File: src/core/atf_pkg.sv
// Summary of operation
// - a fan start forces full duty for the spin-up time, then normal control
// - spin-up time selection is ignored while spin-up is disabled
// - spin-up disable set suppresses spin-up; cleared enables it
// - floor duty register at 0x21, resets to 0x55, used at or below threshold
// - local mode: duty equals floor while local temp at or below its threshold
// - local threshold bits 7:3, 4 degrees per code, 0 to 124
// - local control register at 0x24, resets to 0x41
// - local slope bits 2:0, codes 0..4 give 32,16,8,4,2 LSB per degree
// - remote mode: duty equals floor while remote temp at or below threshold
// - remote control register at 0x25, resets to 0x61, threshold 4 degree steps
// - remote slope bits 2:0, codes 0..4 give 32,16,8,4,2 LSB per degree
// - remote slope sets duty rise per degree above remote threshold
package atf_pkg;
  // register indices, byte address is four times the index
  localparam logic [5:0] IDX_SPIN_CFG = 6'h20;
  localparam logic [5:0] IDX_FLOOR    = 6'h21;
  localparam logic [5:0] IDX_LOCAL    = 6'h24;
  localparam logic [5:0] IDX_REMOTE   = 6'h25;
  localparam logic [5:0] IDX_CTRL     = 6'h26;
  localparam logic [5:0] IDX_DUTY     = 6'h27;
  localparam logic [5:0] IDX_STATUS   = 6'h28;
  // reset values
  localparam logic [7:0] RST_SPIN_CFG = 8'h05;
  localparam logic [7:0] RST_FLOOR    = 8'h55;
  localparam logic [7:0] RST_LOCAL    = 8'h41;
  localparam logic [7:0] RST_REMOTE   = 8'h61;
  localparam logic [7:0] RST_CTRL     = 8'h00;
  // field positions
  localparam int SPIN_DIS_BIT   = 7;
  localparam int CTRL_REMOTE    = 0;
  localparam int CTRL_START     = 1;
  localparam int THR_LSB        = 3;
  localparam int THR_STEP_SHIFT = 2;
  localparam logic [2:0] SLOPE_MAX_CODE = 3'h4;
  localparam logic [2:0] SLOPE_TOP_SHIFT = 3'h5;
  // timing: spin-up counted in 100 ms ticks
  localparam int CLK_HZ       = 20_000_000;
  localparam int SPIN_TICK_MS = 100;
  localparam int TICK_CYCLES  = CLK_HZ / 1000 * SPIN_TICK_MS;
  // spin-up lengths in ticks: 0.2 0.4 0.6 0.8 1 2 4 8 seconds
  localparam logic [6:0] SPIN_TICKS [8] = '{7'h02, 7'h04, 7'h06, 7'h08,
                                            7'h0A, 7'h14, 7'h28, 7'h50};
  localparam logic [7:0] FULL_DUTY = 8'hFF;
endpackage : atf_pkg

File: src/core/atf_duty_core.sv
// Decided for this implementation: the APB slave port.
`timescale 1ns/100ps
module atf_duty_core #(
  parameter int TICK_CYCLES = atf_pkg::TICK_CYCLES
) (
  // clock and reset
  input  wire logic        pclk,
  input  wire logic        presetn,
  // apb slave
  input  wire logic        psel,
  input  wire logic        penable,
  input  wire logic        pwrite,
  input  wire logic [7:0]  paddr,
  input  wire logic [31:0] pwdata,
  output logic [31:0]      prdata,
  output logic             pready,
  output logic             pslverr,
  // measured temperatures, whole degrees, same clock domain
  input  wire logic [7:0]  local_temp,
  input  wire logic [7:0]  remote_temp,
  // fan duty output
  output logic [7:0]       pwm_duty,
  output logic             spinup_active
);
  localparam int TW = (TICK_CYCLES > 1) ? $clog2(TICK_CYCLES) : 1;

  logic [7:0]    spin_cfg;
  logic [7:0]    floor_duty_value;
  logic [7:0]    local_curve;
  logic [7:0]    remote_curve;
  logic          remote_sel;
  logic [TW-1:0] tick_cnt;
  logic [6:0]    spin_left;

  // bus decode
  wire        acc_done   = psel & penable & pready;
  wire        wr_en      = acc_done & pwrite;
  wire [5:0]  idx        = paddr[7:2];
  wire        hit_spin   = (idx == atf_pkg::IDX_SPIN_CFG);
  wire        hit_floor  = (idx == atf_pkg::IDX_FLOOR);
  wire        hit_local  = (idx == atf_pkg::IDX_LOCAL);
  wire        hit_remote = (idx == atf_pkg::IDX_REMOTE);
  wire        hit_ctrl   = (idx == atf_pkg::IDX_CTRL);
  wire        hit_duty   = (idx == atf_pkg::IDX_DUTY);
  wire        hit_stat   = (idx == atf_pkg::IDX_STATUS);
  wire        mapped     = hit_spin | hit_floor | hit_local | hit_remote |
                           hit_ctrl | hit_duty | hit_stat;
  wire        bad_addr   = !mapped || (paddr[1:0] != 2'h0);

  // read mux
  wire [7:0]  rd_byte = hit_spin   ? spin_cfg :
                        hit_floor  ? floor_duty_value :
                        hit_local  ? local_curve :
                        hit_remote ? remote_curve :
                        hit_ctrl   ? {7'h00, remote_sel} :
                        hit_duty   ? pwm_duty :
                        hit_stat   ? {7'h00, spinup_active} : 8'h00;

  // spin-up configuration fields
  wire        spinup_disable      = spin_cfg[atf_pkg::SPIN_DIS_BIT];
  wire [2:0]  spinup_duration_sel = spin_cfg[2:0];
  wire        start_req = wr_en && hit_ctrl && pwdata[atf_pkg::CTRL_START];
  wire        tick      = (tick_cnt == TW'(TICK_CYCLES - 1));

  // pick the active sensor curve
  wire [7:0]  temp       = remote_sel ? remote_temp : local_temp;
  wire [7:0]  curve      = remote_sel ? remote_curve : local_curve;
  wire [4:0]  thr_code   = curve[7:atf_pkg::THR_LSB];
  wire [7:0]  thr_deg    = {1'b0, thr_code, 2'h0};
  wire [2:0]  slope_raw  = curve[2:0];
  wire [2:0]  slope_code = (slope_raw > atf_pkg::SLOPE_MAX_CODE) ?
                           atf_pkg::SLOPE_MAX_CODE : slope_raw;
  wire        above      = (temp > thr_deg);
  wire [7:0]  excess     = above ? 8'(temp - thr_deg) : 8'h00;
  wire [2:0]  shamt      = 3'(atf_pkg::SLOPE_TOP_SHIFT - slope_code);
  wire [13:0] rise       = 14'({6'h00, excess} << shamt);
  wire [13:0] sum        = 14'(rise + {6'h00, floor_duty_value});
  wire [7:0]  auto_duty  = !above ? floor_duty_value :
                           (sum > 14'h00FF) ? atf_pkg::FULL_DUTY : sum[7:0];
  wire [7:0]  next_duty  = spinup_active ? atf_pkg::FULL_DUTY : auto_duty;

  // apb handshake: one wait state, read data and error registered
  always_ff @(posedge pclk or negedge presetn) begin
    if (!presetn) begin
      pready  <= 1'b0;
      prdata  <= 32'h0000_0000;
      pslverr <= 1'b0;
    end else begin
      pready  <= psel & penable & ~pready;
      if (psel & penable & ~pready) begin
        prdata  <= (pwrite || bad_addr) ? 32'h0000_0000 : {24'h00_0000, rd_byte};
        pslverr <= bad_addr;
      end
    end
  end

  // writable registers, read-only indices ignore writes
  always_ff @(posedge pclk or negedge presetn) begin
    if (!presetn) begin
      spin_cfg         <= atf_pkg::RST_SPIN_CFG;
      floor_duty_value <= atf_pkg::RST_FLOOR;
      local_curve      <= atf_pkg::RST_LOCAL;
      remote_curve     <= atf_pkg::RST_REMOTE;
      remote_sel       <= atf_pkg::RST_CTRL[atf_pkg::CTRL_REMOTE];
    end else if (wr_en && !bad_addr) begin
      if (hit_spin)   spin_cfg         <= {pwdata[7], 4'h0, pwdata[2:0]};
      if (hit_floor)  floor_duty_value <= pwdata[7:0];
      if (hit_local)  local_curve      <= pwdata[7:0];
      if (hit_remote) remote_curve     <= pwdata[7:0];
      if (hit_ctrl)   remote_sel       <= pwdata[atf_pkg::CTRL_REMOTE];
    end
  end

  // tick divider runs only while spinning up
  always_ff @(posedge pclk or negedge presetn) begin
    if (!presetn) begin
      tick_cnt <= '0;
    end else if (start_req || !spinup_active || tick) begin
      tick_cnt <= '0;
    end else begin
      tick_cnt <= tick_cnt + 1'b1;
    end
  end

  // spin-up sequencer: full duty until the selected time has run out
  always_ff @(posedge pclk or negedge presetn) begin
    if (!presetn) begin
      spin_left     <= 7'h00;
      spinup_active <= 1'b0;
    end else if (start_req && !spinup_disable) begin
      spin_left     <= atf_pkg::SPIN_TICKS[spinup_duration_sel];
      spinup_active <= 1'b1;
    end else if (spinup_disable) begin
      spin_left     <= 7'h00;
      spinup_active <= 1'b0;
    end else if (spinup_active && tick) begin
      spin_left     <= 7'(spin_left - 1'b1);
      spinup_active <= (spin_left != 7'h01);
    end
  end

  // duty output register
  always_ff @(posedge pclk or negedge presetn) begin
    if (!presetn) begin
      pwm_duty <= atf_pkg::RST_FLOOR;
    end else begin
      pwm_duty <= next_duty;
    end
  end
endmodule : atf_duty_core

File: config.mk
export PLATFORM = sky130hd
export DESIGN_NAME = atf_duty_core
export DESIGN_NICKNAME = d
export VERILOG_FILES = /design/src/core/atf_pkg.sv /design/src/core/atf_duty_core.sv
export SDC_FILE = /design/constraint.sdc
export NUM_CORES = 1
export LEC_CHECK = 0
export BUFFER_PORTS_ARGS = -buffer_cell sky130_fd_sc_hd__buf_4
export CORE_ASPECT_RATIO = 0.6
export CORE_MARGIN = 8
export CORE_UTILIZATION = 40
export DETAILED_ROUTE_END_ITERATION = 16
export MAX_ROUTING_LAYER = met4
export PLACE_DENSITY = 0.64
export RECOVER_POWER = 25
export SLEW_MARGIN = 20
export SYNTH_ARGS = -nofsm -noshare
export SYNTH_HDL_FRONTEND = slang
export SYNTH_SLANG_ARGS = --single-unit
File: constraint.sdc
create_clock -name pclk -period 15 [get_ports pclk]
set_input_delay 0.75 -clock pclk [delete_from_list [all_inputs] [get_ports pclk]]
set_output_delay 0.75 -clock pclk [all_outputs]
set_load 0.05 [all_outputs]
==> flow_metrics.py, run 1 <==
metrics = {
    "synth": {
        "yosysSeqAreaShare_pct": 37.6,
        "syn_inst": 553,
        "syn_area_per_cell_um2": 9.23,
        "ys_ff_latch": 76,
        "ys_async_sr_fraction_pct": 100,
        "synth_edf_count": 0,
        "netlist_area_um2": 5100,
        "synth_warnings": 0,
        "ys.flop_type": "dfrtp_1",
        "ys_types": 66,
    },
    "power_and_ir_drop": {
        "vdd_drop_max_v": 0.0000535,
        "power_per_cell_area_nw_per_um2": 81.8,
        "p_leak_nw": 2.58,
        "total_power_mw": 0.477,
    },
    "clocking": {
        "cts_max_level": 3,
        "clkLatencyLatePin_ps": 340,
        "cts_buffers": 9,
        "cts_root_buffer": "clkbuf_16",
        "ctsLongestPathBuffers": 2,
        "post_cts_buffers": 0,
        "path_clk_slew_ps": 60,
        "cts_tree": "done",
        "clkSinkCount": 76,
        "cts_hold_buf": 0,
        "cts_resized": 0,
    },
    "sta": {
        "hold_violations": 0,
        "setup_viol": 0,
        "tightest_slew_ps": 4050,
        "post-route-period-util_pct": 34.6,
        "skew_ps": 8.08,
        "post-route-min-period_ps": 5190,
        "relSlewSlack_pct": -170,
        "holdWs_ps": 489,
        "maxSlewViolCount": 77,
        "max_freq_mhz": 193,
        "grt_setup_unrepaired": "no",
        "fin_tns_setup_ps": 0,
    },
    "grt": {
        "grt_pass1_vias": 4037,
        "overflow": 0,
        "grt_use_total_pct": 16.5,
        "grt_pass1_wl_mm": 21.7,
        "grt_max_degree": 77,
        "grt_antenna_before_repair": 0,
    },
    "worst_setup_path": {
        "crit_fanout": 25,
        "cp.required_ps": 15170,
        "crit_family": "compound AO/OA/AOI/OAI gates",
        "slowest_delay_ps": 610,
        "critPathCaptureType": "flop",
        "cpMaxStageDelayCell": "a211oi_2",
        "startpoint_type": "flop",
        "cp.arrival_ps": 5370,
        "cp_cell_sequence": "buf_4 > mux2_2 > fa_1 > a211oi_1 > o21bai_1 > a21oi_2 > a211o_1 > o32ai_1 > ha_1 > nor2b_1 > o31a_1 > o211ai_1 > o221ai_1 > a211oi_2 > a31oi_1",
        "criticalPathCategory": "flop to flop",
        "crit_buf_inv": 1,
    },
    "route": {
        "drt-pass1-iter-count": 5,
        "vias": 4216,
        "ant_nets": 0,
        "wl_mm": 13.3,
        "drc_errors": 0,
        "wl_per_cell_um": 17.2,
        "initialDrtViolationCount": 381,
        "vias_per_cell": 5.45,
    },
    "run": {
        "drv_cap": 1,
    },
    "floorplan": {
        "io_pins": 104,
        "fp.dieW_um": 162,
        "core_area_um2": 12700,
        "die_h_um": 104,
        "die_area_um2": 16800,
        "fp-row-count": 32,
        "initial_utilization_pct": 40.3,
    },
    "place": {
        "dp_hpwl_mm": 10.4,
        "post-place-cells": 758,
        "dpl-instance-area_um2": 5550,
        "place_congestion": 0.908,
        "portBuffers": 55,
    },
    "run_status": {
        "status": "finished, violations left",
        "violations": "max-capacitance violations, max-slew violations",
    },
    "final_layout": {
        "layout_commonest_cell": "nor2_1",
        "fin_cells": 774,
        "layout_common_cells": "nor2_1, dfrtp_1, buf_4, nand2_1, a21oi_1",
        "area_growth_pct": 14.2,
        "layout-drive-gt1-share_pct": 21.5,
        "num_antenna_cells": 0,
        "fin_area_um2": 5830,
        "fin_nets": 682,
    },
    "hold_path": {
        "hp-class": "flop to flop",
    },
}
[routing by layer]
metal | routed length, um | track usage (%) | part of all wire, % | vias to the layer above
met3 | 1320 | 5.97 | 9.9 | 9
li1 | - | - | - | 2010
met1 | 6790 | 24.5 | 51 | 2023
met2 | 5110 | 20.8 | 38 | 174
met4 | 87 | 2.96 | 0.65 | 0
met5 | 0 | - | 0 | -
[worst paths after layout]
kind                            depth (start not counted)  slack (ps)        from            to
worst max-delay path                                   15        9810  remote_sel   pwm_duty[7]
worst min-delay path                                    2         490     pslverr       pslverr
worst min register to register                          2         490     pslverr       pslverr
max in group asynchronous                               1       10910     presetn  tick_cnt[15]
worst max register to register                         15        9810  remote_sel   pwm_duty[7]
min in group asynchronous                               1        1840     presetn  spin_left[2]
[through the flow]
step | utilization, % | worst slack, ps
floorplan | - | 10240
global placement | 43.9 | 9510
detailed placement | 43.9 | 9450
CTS | 46.1 | 9510
global route | 46.1 | 9480
finish | 46.1 | 9810
[sequential cells by signal (all words and copies together) (netlist names)]
name,count
prdata,8
pwm_duty,8
floor_duty_value,8
spinup_active,1
remote_sel,1
local_curve,8
spin_cfg,4
spin_left,7
pready,1
pslverr,1
remote_curve,8
tick_cnt,21
[Yosys cell counts, types with 3 or more instances]
cell / n / area share (%)
nor2_1: 68 / 5.0
dfrtp_1: 61 / 30
nand2_1: 46 / 3.4
a21oi_1: 36 / 3.5
mux2_2: 34 / 7.5
o21ai_0: 27 / 2.6
buf_4: 26 / 3.8
ha_1: 20 / 4.9
mux2i_1: 19 / 3.7
xor2_1: 19 / 3.3
nand3_1: 17 / 1.7
inv_1: 16 / 1.2
dfstp_2: 15 / 7.7
clkbuf_1: 12 / 0.88
xnor2_1: 10 / 1.7
a31oi_1: 8 / 0.98
and3_1: 8 / 0.98
nand4_1: 7 / 0.86
and2_1: 6 / 0.74
nor3_1: 6 / 0.59
a211oi_1: 5 / 0.74
nor2b_1: 5 / 0.61
a22o_1: 4 / 0.69
and4_1: 4 / 0.69
buf_2: 4 / 0.39
nand2b_1: 4 / 0.49
o211ai_1: 4 / 0.59
o22ai_1: 4 / 0.49
or3_1: 4 / 0.49
nor3b_2: 3 / 0.74
nor4_1: 3 / 0.37
o31ai_1: 3 / 0.44
[worst reg2reg max path, delay by kind of cell, from the launching register on]
| kind | cells | cell delay (ps) |
|---|---|---|
| flip-flops | 1 | 340 |
| buffers and inverters | 1 | 330 |
| AO/OA/AOI/OAI | 10 | 2940 |
| AND/OR/NAND/NOR | 1 | 160 |
| multiplexers | 1 | 440 |
| adder cells (fa/ha/maj) | 2 | 840 |
[power breakdown]
group          switching [mW]  internal [mW]
logic                  0.0469         0.0193
registers             0.00178          0.208
clock network          0.0838          0.117
total                   0.132          0.344
[logic make-up (layout without fill, tap and decap cells)]
kind of cell	after synthesis	after routing	synth area share (%)
and+or+nand+nor	192	192	18.4
AOI/OAI and AO/OA	117	117	14.6
DFF	76	76	37.6
buffers and inverters	61	88	6.64
muxes	55	55	12.0
xor gates and xnor gates	29	29	4.98
adders and majority gates	22	22	5.69
other	1	25	0.0735
[cell type report]
type                            count  area, um^2
Fill cell                        1201        6820
Multi-Input combinational cell    440        2940
Sequential cell                    76        1920
Timing Repair Buffer               56         417
Clock buffer                       11         243
Tap cell                          170         213
Inverter                           16        60.1
Clock inverter                      5        37.5
No activity file was read; power rests on OpenSTA's default activity.
==> run 2, diff against run 1 <==
- ABC_AREA: unset -> 1
- clock period: 15 -> 5.17 ns (I/O delays scaled with it)
==> run 2 against run 1 <==
Effect of this change:
- the run still ends with max-capacitance violations, max-slew violations left
- global-route usage increased by 0.65 points
- area after synthesis down 0.17%
- via count is 9.5% higher
- first-iteration DRC count down 1.6%
- non-clock buffer count is the same
- maximum frequency up 15%
- highest routed layer unchanged
==> flow_metrics.py, run 2 <==
metrics = {
    "route": {
        "initialDrtViolationCount": 375,
        "wl_mm": 13.6,
        "vias": 4615,
        "drt-pass1-iter-count": 5,
        "drc_errors": 0,
        "wl_per_cell_um": 15.0,
        "ant_nets": 0,
        "vias_per_cell": 5.08,
    },
    "place": {
        "dp_hpwl_mm": 10.8,
        "dpl-instance-area_um2": 5570,
        "place_congestion": 0.900,
        "portBuffers": 55,
    },
    "synth": {
        "synth_top_area_cell": "dfrtp_1",
        "yosys-top-cells-area": "dfrtp_1, nand2_1, dfstp_2",
        "synth_edf_count": 0,
        "ys_async_sr_fraction_pct": 100,
        "synthTopCellsByCount": "nand2_1, inv_1, o21ai_0",
        "syn_inst": 678,
        "yosysSeqAreaShare_pct": 37.7,
        "ys_ff_latch": 76,
        "yosysMostFrequentCell": "nand2_1",
        "ys.flop_type": "dfrtp_1",
        "syn_area_per_cell_um2": 7.52,
        "netlist_area_um2": 5100,
        "ys_types": 49,
        "synth_top_area_share_pct": 30.0,
        "synth_warnings": 0,
    },
    "clocking": {
        "clkSinkCount": 76,
        "path_clk_slew_ps": 60,
        "cts_hold_buf": 0,
        "cts_buffers": 9,
        "ctsLongestPathBuffers": 2,
        "cts_tree": "done",
        "cts_max_level": 3,
        "clkLatencyLatePin_ps": 340,
        "cts_root_buffer": "clkbuf_16",
    },
    "sta": {
        "max_freq_mhz": 222,
        "hold_violations": 0,
        "relSlewSlack_pct": -167,
        "post-route-period-util_pct": 87.3,
        "tightest_slew_ps": 4000,
        "grt_setup_unrepaired": "no",
        "setup_viol": 0,
        "skew_ps": 4.93,
        "maxSlewViolCount": 77,
        "fin_tns_setup_ps": 0,
        "post-route-min-period_ps": 4510,
    },
    "floorplan": {
        "io_pins": 104,
        "die_h_um": 103,
        "fp-row-count": 32,
        "die_area_um2": 16700,
        "initial_utilization_pct": 40.3,
        "core_area_um2": 12700,
        "fp.dieW_um": 162,
    },
    "worst_setup_path": {
        "cp.required_ps": 5400,
        "regToRegEndpoint": "pwm_duty[3]",
        "worst-r2r-setup-slack_ps": 660,
        "startpoint_type": "flop",
        "reg2reg_depth": 28,
        "cpMostUsedCell": "nand2_1",
        "cpMaxStageDelayCell": "dfrtp_2",
        "reg2reg_from": "remote_sel",
        "slowest_delay_ps": 590,
        "critPathCaptureType": "flop",
        "cp.arrival_ps": 4740,
        "crit_fanout": 26,
        "criticalPathCategory": "flop to flop",
    },
    "final_layout": {
        "largest_register": "tick_cnt",
        "fin_area_um2": 5880,
        "area_growth_pct": 15.5,
        "fin_nets": 817,
        "num_antenna_cells": 0,
        "layout_commonest_cell": "nand2_1",
        "largest_reg_flops": 21,
        "layout-drive-gt1-share_pct": 16.6,
        "layout_common_cells": "nand2_1, inv_1, o21ai_0, dfrtp_1, buf_4",
    },
    "hold_path": {
        "hp-class": "input port to flop",
        "holdPathEnd": "remote_curve[5]",
        "min-delay-start": "pwdata[5]",
        "min_path_cells": 3,
    },
    "power_and_ir_drop": {
        "power_per_cell_area_nw_per_um2": 256,
        "vdd_drop_max_v": 0.000165,
        "p_leak_nw": 2.86,
    },
    "run_status": {
        "status": "finished, violations left",
        "violations": "max-capacitance violations, max-slew violations",
    },
    "run": {
        "drv_cap": 1,
    },
    "grt": {
        "overflow": 0,
        "grt_max_degree": 77,
        "grt_antenna_before_repair": 0,
        "grt_pass1_wl_mm": 22.0,
        "grt_pass1_vias": 4326,
        "grt_use_total_pct": 17.2,
    },
}
-- run 2: repair_timing --
| action | in CTS | in global routing |
|---|---|---|
| hold endpoints to repair | 0 | 0 |
| buffers inserted | 0 | 0 |
| setup endpoints to repair | 0 | 8 |
| resized for setup | 0 | 1 |
-- run 2: how the worst max path moves through the flow --
stage                           from           to  slack, ps  cells past startpoint
after global placement    remote_sel  pwm_duty[7]        590                     29
after floorplan           remote_sel  pwm_duty[1]       1100                     34
after CTS                 remote_sel  pwm_duty[7]        440                     29
final                     remote_sel  pwm_duty[3]        660                     28
after detailed placement  remote_sel  pwm_duty[7]        450                     29
after global routing      remote_sel  pwm_duty[7]        140                     29
-- run 2: final cells by class --
| class | instances | area, um^2 |
|---|---|---|
| clock inverters | 5 | 75.1 |
| repair buffers | 56 | 417 |
| clock buffers | 11 | 243 |
| flip-flops and latches | 76 | 1920 |
| inverters | 103 | 394 |
| well taps | 170 | 213 |
| multi-input cells | 488 | 2620 |
| fillers | 1286 | 6770 |
-- run 2: critical path, delay by kind of cell, from the launching register on --
kind / cells / cell delay (ps)
simple gates: 17 / 1650
compound gates: 5 / 890
fa+ha+maj: 2 / 750
buf+inv: 4 / 500
flops: 1 / 590
-- run 2: per-layer routing --
| metal | global-route usage [%] | vias to the layer above | wire length (um) |
|---|---|---|---|
| met5 | - | - | 0 |
| met3 | 4.62 | 17 | 1040 |
| met1 | 24.3 | 2159 | 6920 |
| met4 | 4.18 | 0 | 142 |
| met2 | 23.7 | 166 | 5510 |
| li1 | - | 2273 | - |
-- run 2: through the flow --
step                hold slack [ps]  total power, mW  utilization [%]  std cells  worst slack (ps)
finish                          172             1.50             46.5        909               658
global placement                450            0.836             44.0        893               593
detailed placement              473            0.839             44.0        893               451
global route                    166             1.56             46.5        909               140
CTS                             118             1.51             46.5        909               438
floorplan                     -37.1            0.782                -        702              1100
-- run 2: kinds of logic (layout without fill, tap and decap cells) --
kind of cell    Yosys count  in the layout  synth area share (%)
simple gates            292            292                  24.9
buf+inv                 138            175                  12.6
compound gates          129            129                  15.3
flops                    76             76                  37.7
fa+ha+maj                22             22                  5.70
xor+xnor                 14             14                  2.41
mux                       6              6                  1.30
other cells               1             25                0.0736
-- run 2: power breakdown --
part / internal, mW / leakage [nW] / total (mW) / switching (mW)
clock network: 0.433 / 0.159 / 0.676 / 0.243
registers: 0.605 / 0.912 / 0.611 / 0.00574
logic: 0.0647 / 1.79 / 0.218 / 0.153
==> run 3, diff against run 2 <==
- CORE_ASPECT_RATIO: 0.6 -> unset
==> run 3 against run 2 <==
Effect of this change:
- the flow still finishes with violations (max-capacitance violations, max-slew violations)
- combinational power about the same
- die area decreased by 0.70%
- maximum frequency fell by 1.2%
==> flow_metrics.py, run 3 (same netlist as run 2, synthesis figures left out) <==
metrics = {
    "run_status": {
        "status": "finished, violations left",
        "violations": "max-capacitance violations, max-slew violations",
    },
    "final_layout": {
        "num_antenna_cells": 0,
        "fin_cells": 911,
        "layout_common_cells": "nand2_1, inv_1, o21ai_0, dfrtp_1, buf_4",
        "layout-drive-gt1-share_pct": 16.8,
        "largest_reg_flops": 21,
        "layout_commonest_cell": "nand2_1",
        "fin_nets": 817,
        "area_growth_pct": 15.6,
        "fin_area_um2": 5890,
        "fin_util_pct": 47.1,
        "largest_register": "tick_cnt",
    },
    "sta": {
        "fin_tns_setup_ps": 0,
        "post-route-min-period_ps": 4570,
        "tightest_slew_ps": 4000,
        "setup_ws_ps": 602,
        "relSlewSlack_pct": -166,
        "grt_setup_unrepaired": "no",
        "skew_ps": 4.48,
        "setup_viol": 0,
        "max_freq_mhz": 219,
        "maxSlewViolCount": 77,
        "hold_violations": 0,
        "post-route-period-util_pct": 88.4,
    },
    "grt": {
        "grt_use_total_pct": 16.6,
        "grt_antenna_before_repair": 0,
        "overflow": 0,
        "grt_pass1_vias": 4409,
        "grt_max_degree": 77,
        "grt_pass1_wl_mm": 21.5,
    },
    "route": {
        "ant_nets": 0,
        "initialDrtViolationCount": 287,
        "drt-pass1-iter-count": 5,
        "wl_per_cell_um": 14.1,
        "drc_errors": 0,
        "vias_per_cell": 4.96,
        "vias": 4522,
        "wl_mm": 12.8,
    },
    "clocking": {
        "cts_tree": "done",
        "path_clk_slew_ps": 60,
        "cts_buffers": 9,
        "ctsLongestPathBuffers": 2,
        "clkSinkCount": 76,
        "cts_max_level": 3,
        "cts_root_buffer": "clkbuf_16",
        "clkLatencyLatePin_ps": 330,
    },
    "place": {
        "dp_slack_ps": 461,
        "dp_hpwl_mm": 10.2,
        "dpl-instance-area_um2": 5570,
        "place_congestion": 0.876,
        "post-place-cells": 895,
        "portBuffers": 55,
    },
    "floorplan": {
        "fp.dieW_um": 129,
        "core_area_um2": 12500,
        "die_h_um": 129,
        "fp-row-count": 41,
        "initial_utilization_pct": 40.7,
        "io_pins": 104,
        "die_area_um2": 16600,
    },
    "worst_setup_path": {
        "slowest_delay_ps": 550,
        "criticalPathCategory": "flop to flop",
        "startpoint_type": "flop",
        "cp.arrival_ps": 4780,
        "cpMostUsedCell": "nand2_1",
        "critPathCaptureType": "flop",
        "cp.required_ps": 5390,
        "crit_fanout": 26,
        "cpMaxStageDelayCell": "dfrtp_2",
    },
    "power_and_ir_drop": {
        "power_per_cell_area_nw_per_um2": 253,
        "vdd_drop_max_v": 0.000136,
        "p_leak_nw": 2.86,
    },
    "hold_path": {
        "hp-class": "input port to flop",
    },
    "run": {
        "drv_cap": 1,
    },
}
==> run 3: changes by cell type in the layout (fill, tap and decap cells not counted) <==
cell / delta
bufinv_16: -1
clkbuf_1: -1
clkbuf_8: +3
clkinv_2: -2
clkinvlp_4: +1
==> run 3: worst paths after layout <==
check	cells past startpoint	endpoint	start	slack, ps
worst max-delay path	29	pwm_duty[7]	remote_sel	600
worst min-delay path	3	floor_duty_value[6]	pwdata[6]	180
worst max register to register	29	pwm_duty[7]	remote_sel	600
worst min register to register	1	tick_cnt[0]	tick_cnt[0]	460
max in group asynchronous	1	remote_sel	presetn	1330
min in group asynchronous	1	spin_left[3]	presetn	1320
==> run 3: repair_timing <==
item	CTS	global route
buffers inserted	0	0
gates resized for setup	0	1
endpoints found under the setup margin	0	2
hold buffers	0	0
==> run 3: layout make-up <==
class / instances / area (um^2)
clock buffer: 13 / 280
clock inverter: 3 / 42.5
fill: 1259 / 6630
inverter: 103 / 394
multi-input combinational: 488 / 2620
sequential: 76 / 1920
tap: 172 / 215
timing repair buffer: 56 / 417
==> run 3: critical path: cells and delay by family (launching register included) <==
family / cells / cell delay, ps
AO/OA/AOI/OAI: 5 / 890
adder cells (fa/ha/maj): 2 / 810
buffers and inverters: 5 / 520
flip-flops: 1 / 550
AND/OR/NAND/NOR: 17 / 1700
==> run 3: per-layer routing <==
metal / part of all wire, % / GRT usage [%] / wire length [um] / up-vias
li1: - / - / - / 2273
met1: 46 / 20.6 / 5890 / 2136
met2: 48 / 27.0 / 6130 / 101
met3: 4.9 / 3.02 / 631 / 12
met4: 1.3 / 4.70 / 167 / 0
met5: 0 / - / 0 / -
==> run 3: through the flow <==
step	hold slack [ps]	total power, mW
final	178	1.49
after floorplan	-37.1	0.782
after global placement	447	0.838
after global routing	173	1.55
after CTS	113	1.50
after detailed placement	454	0.840
==> run 3: where the power goes <==
part / internal [mW] / switching [mW] / total [mW]
clock: 0.425 / 0.234 / 0.660
combinational: 0.0647 / 0.152 / 0.217
sequential: 0.605 / 0.00693 / 0.612
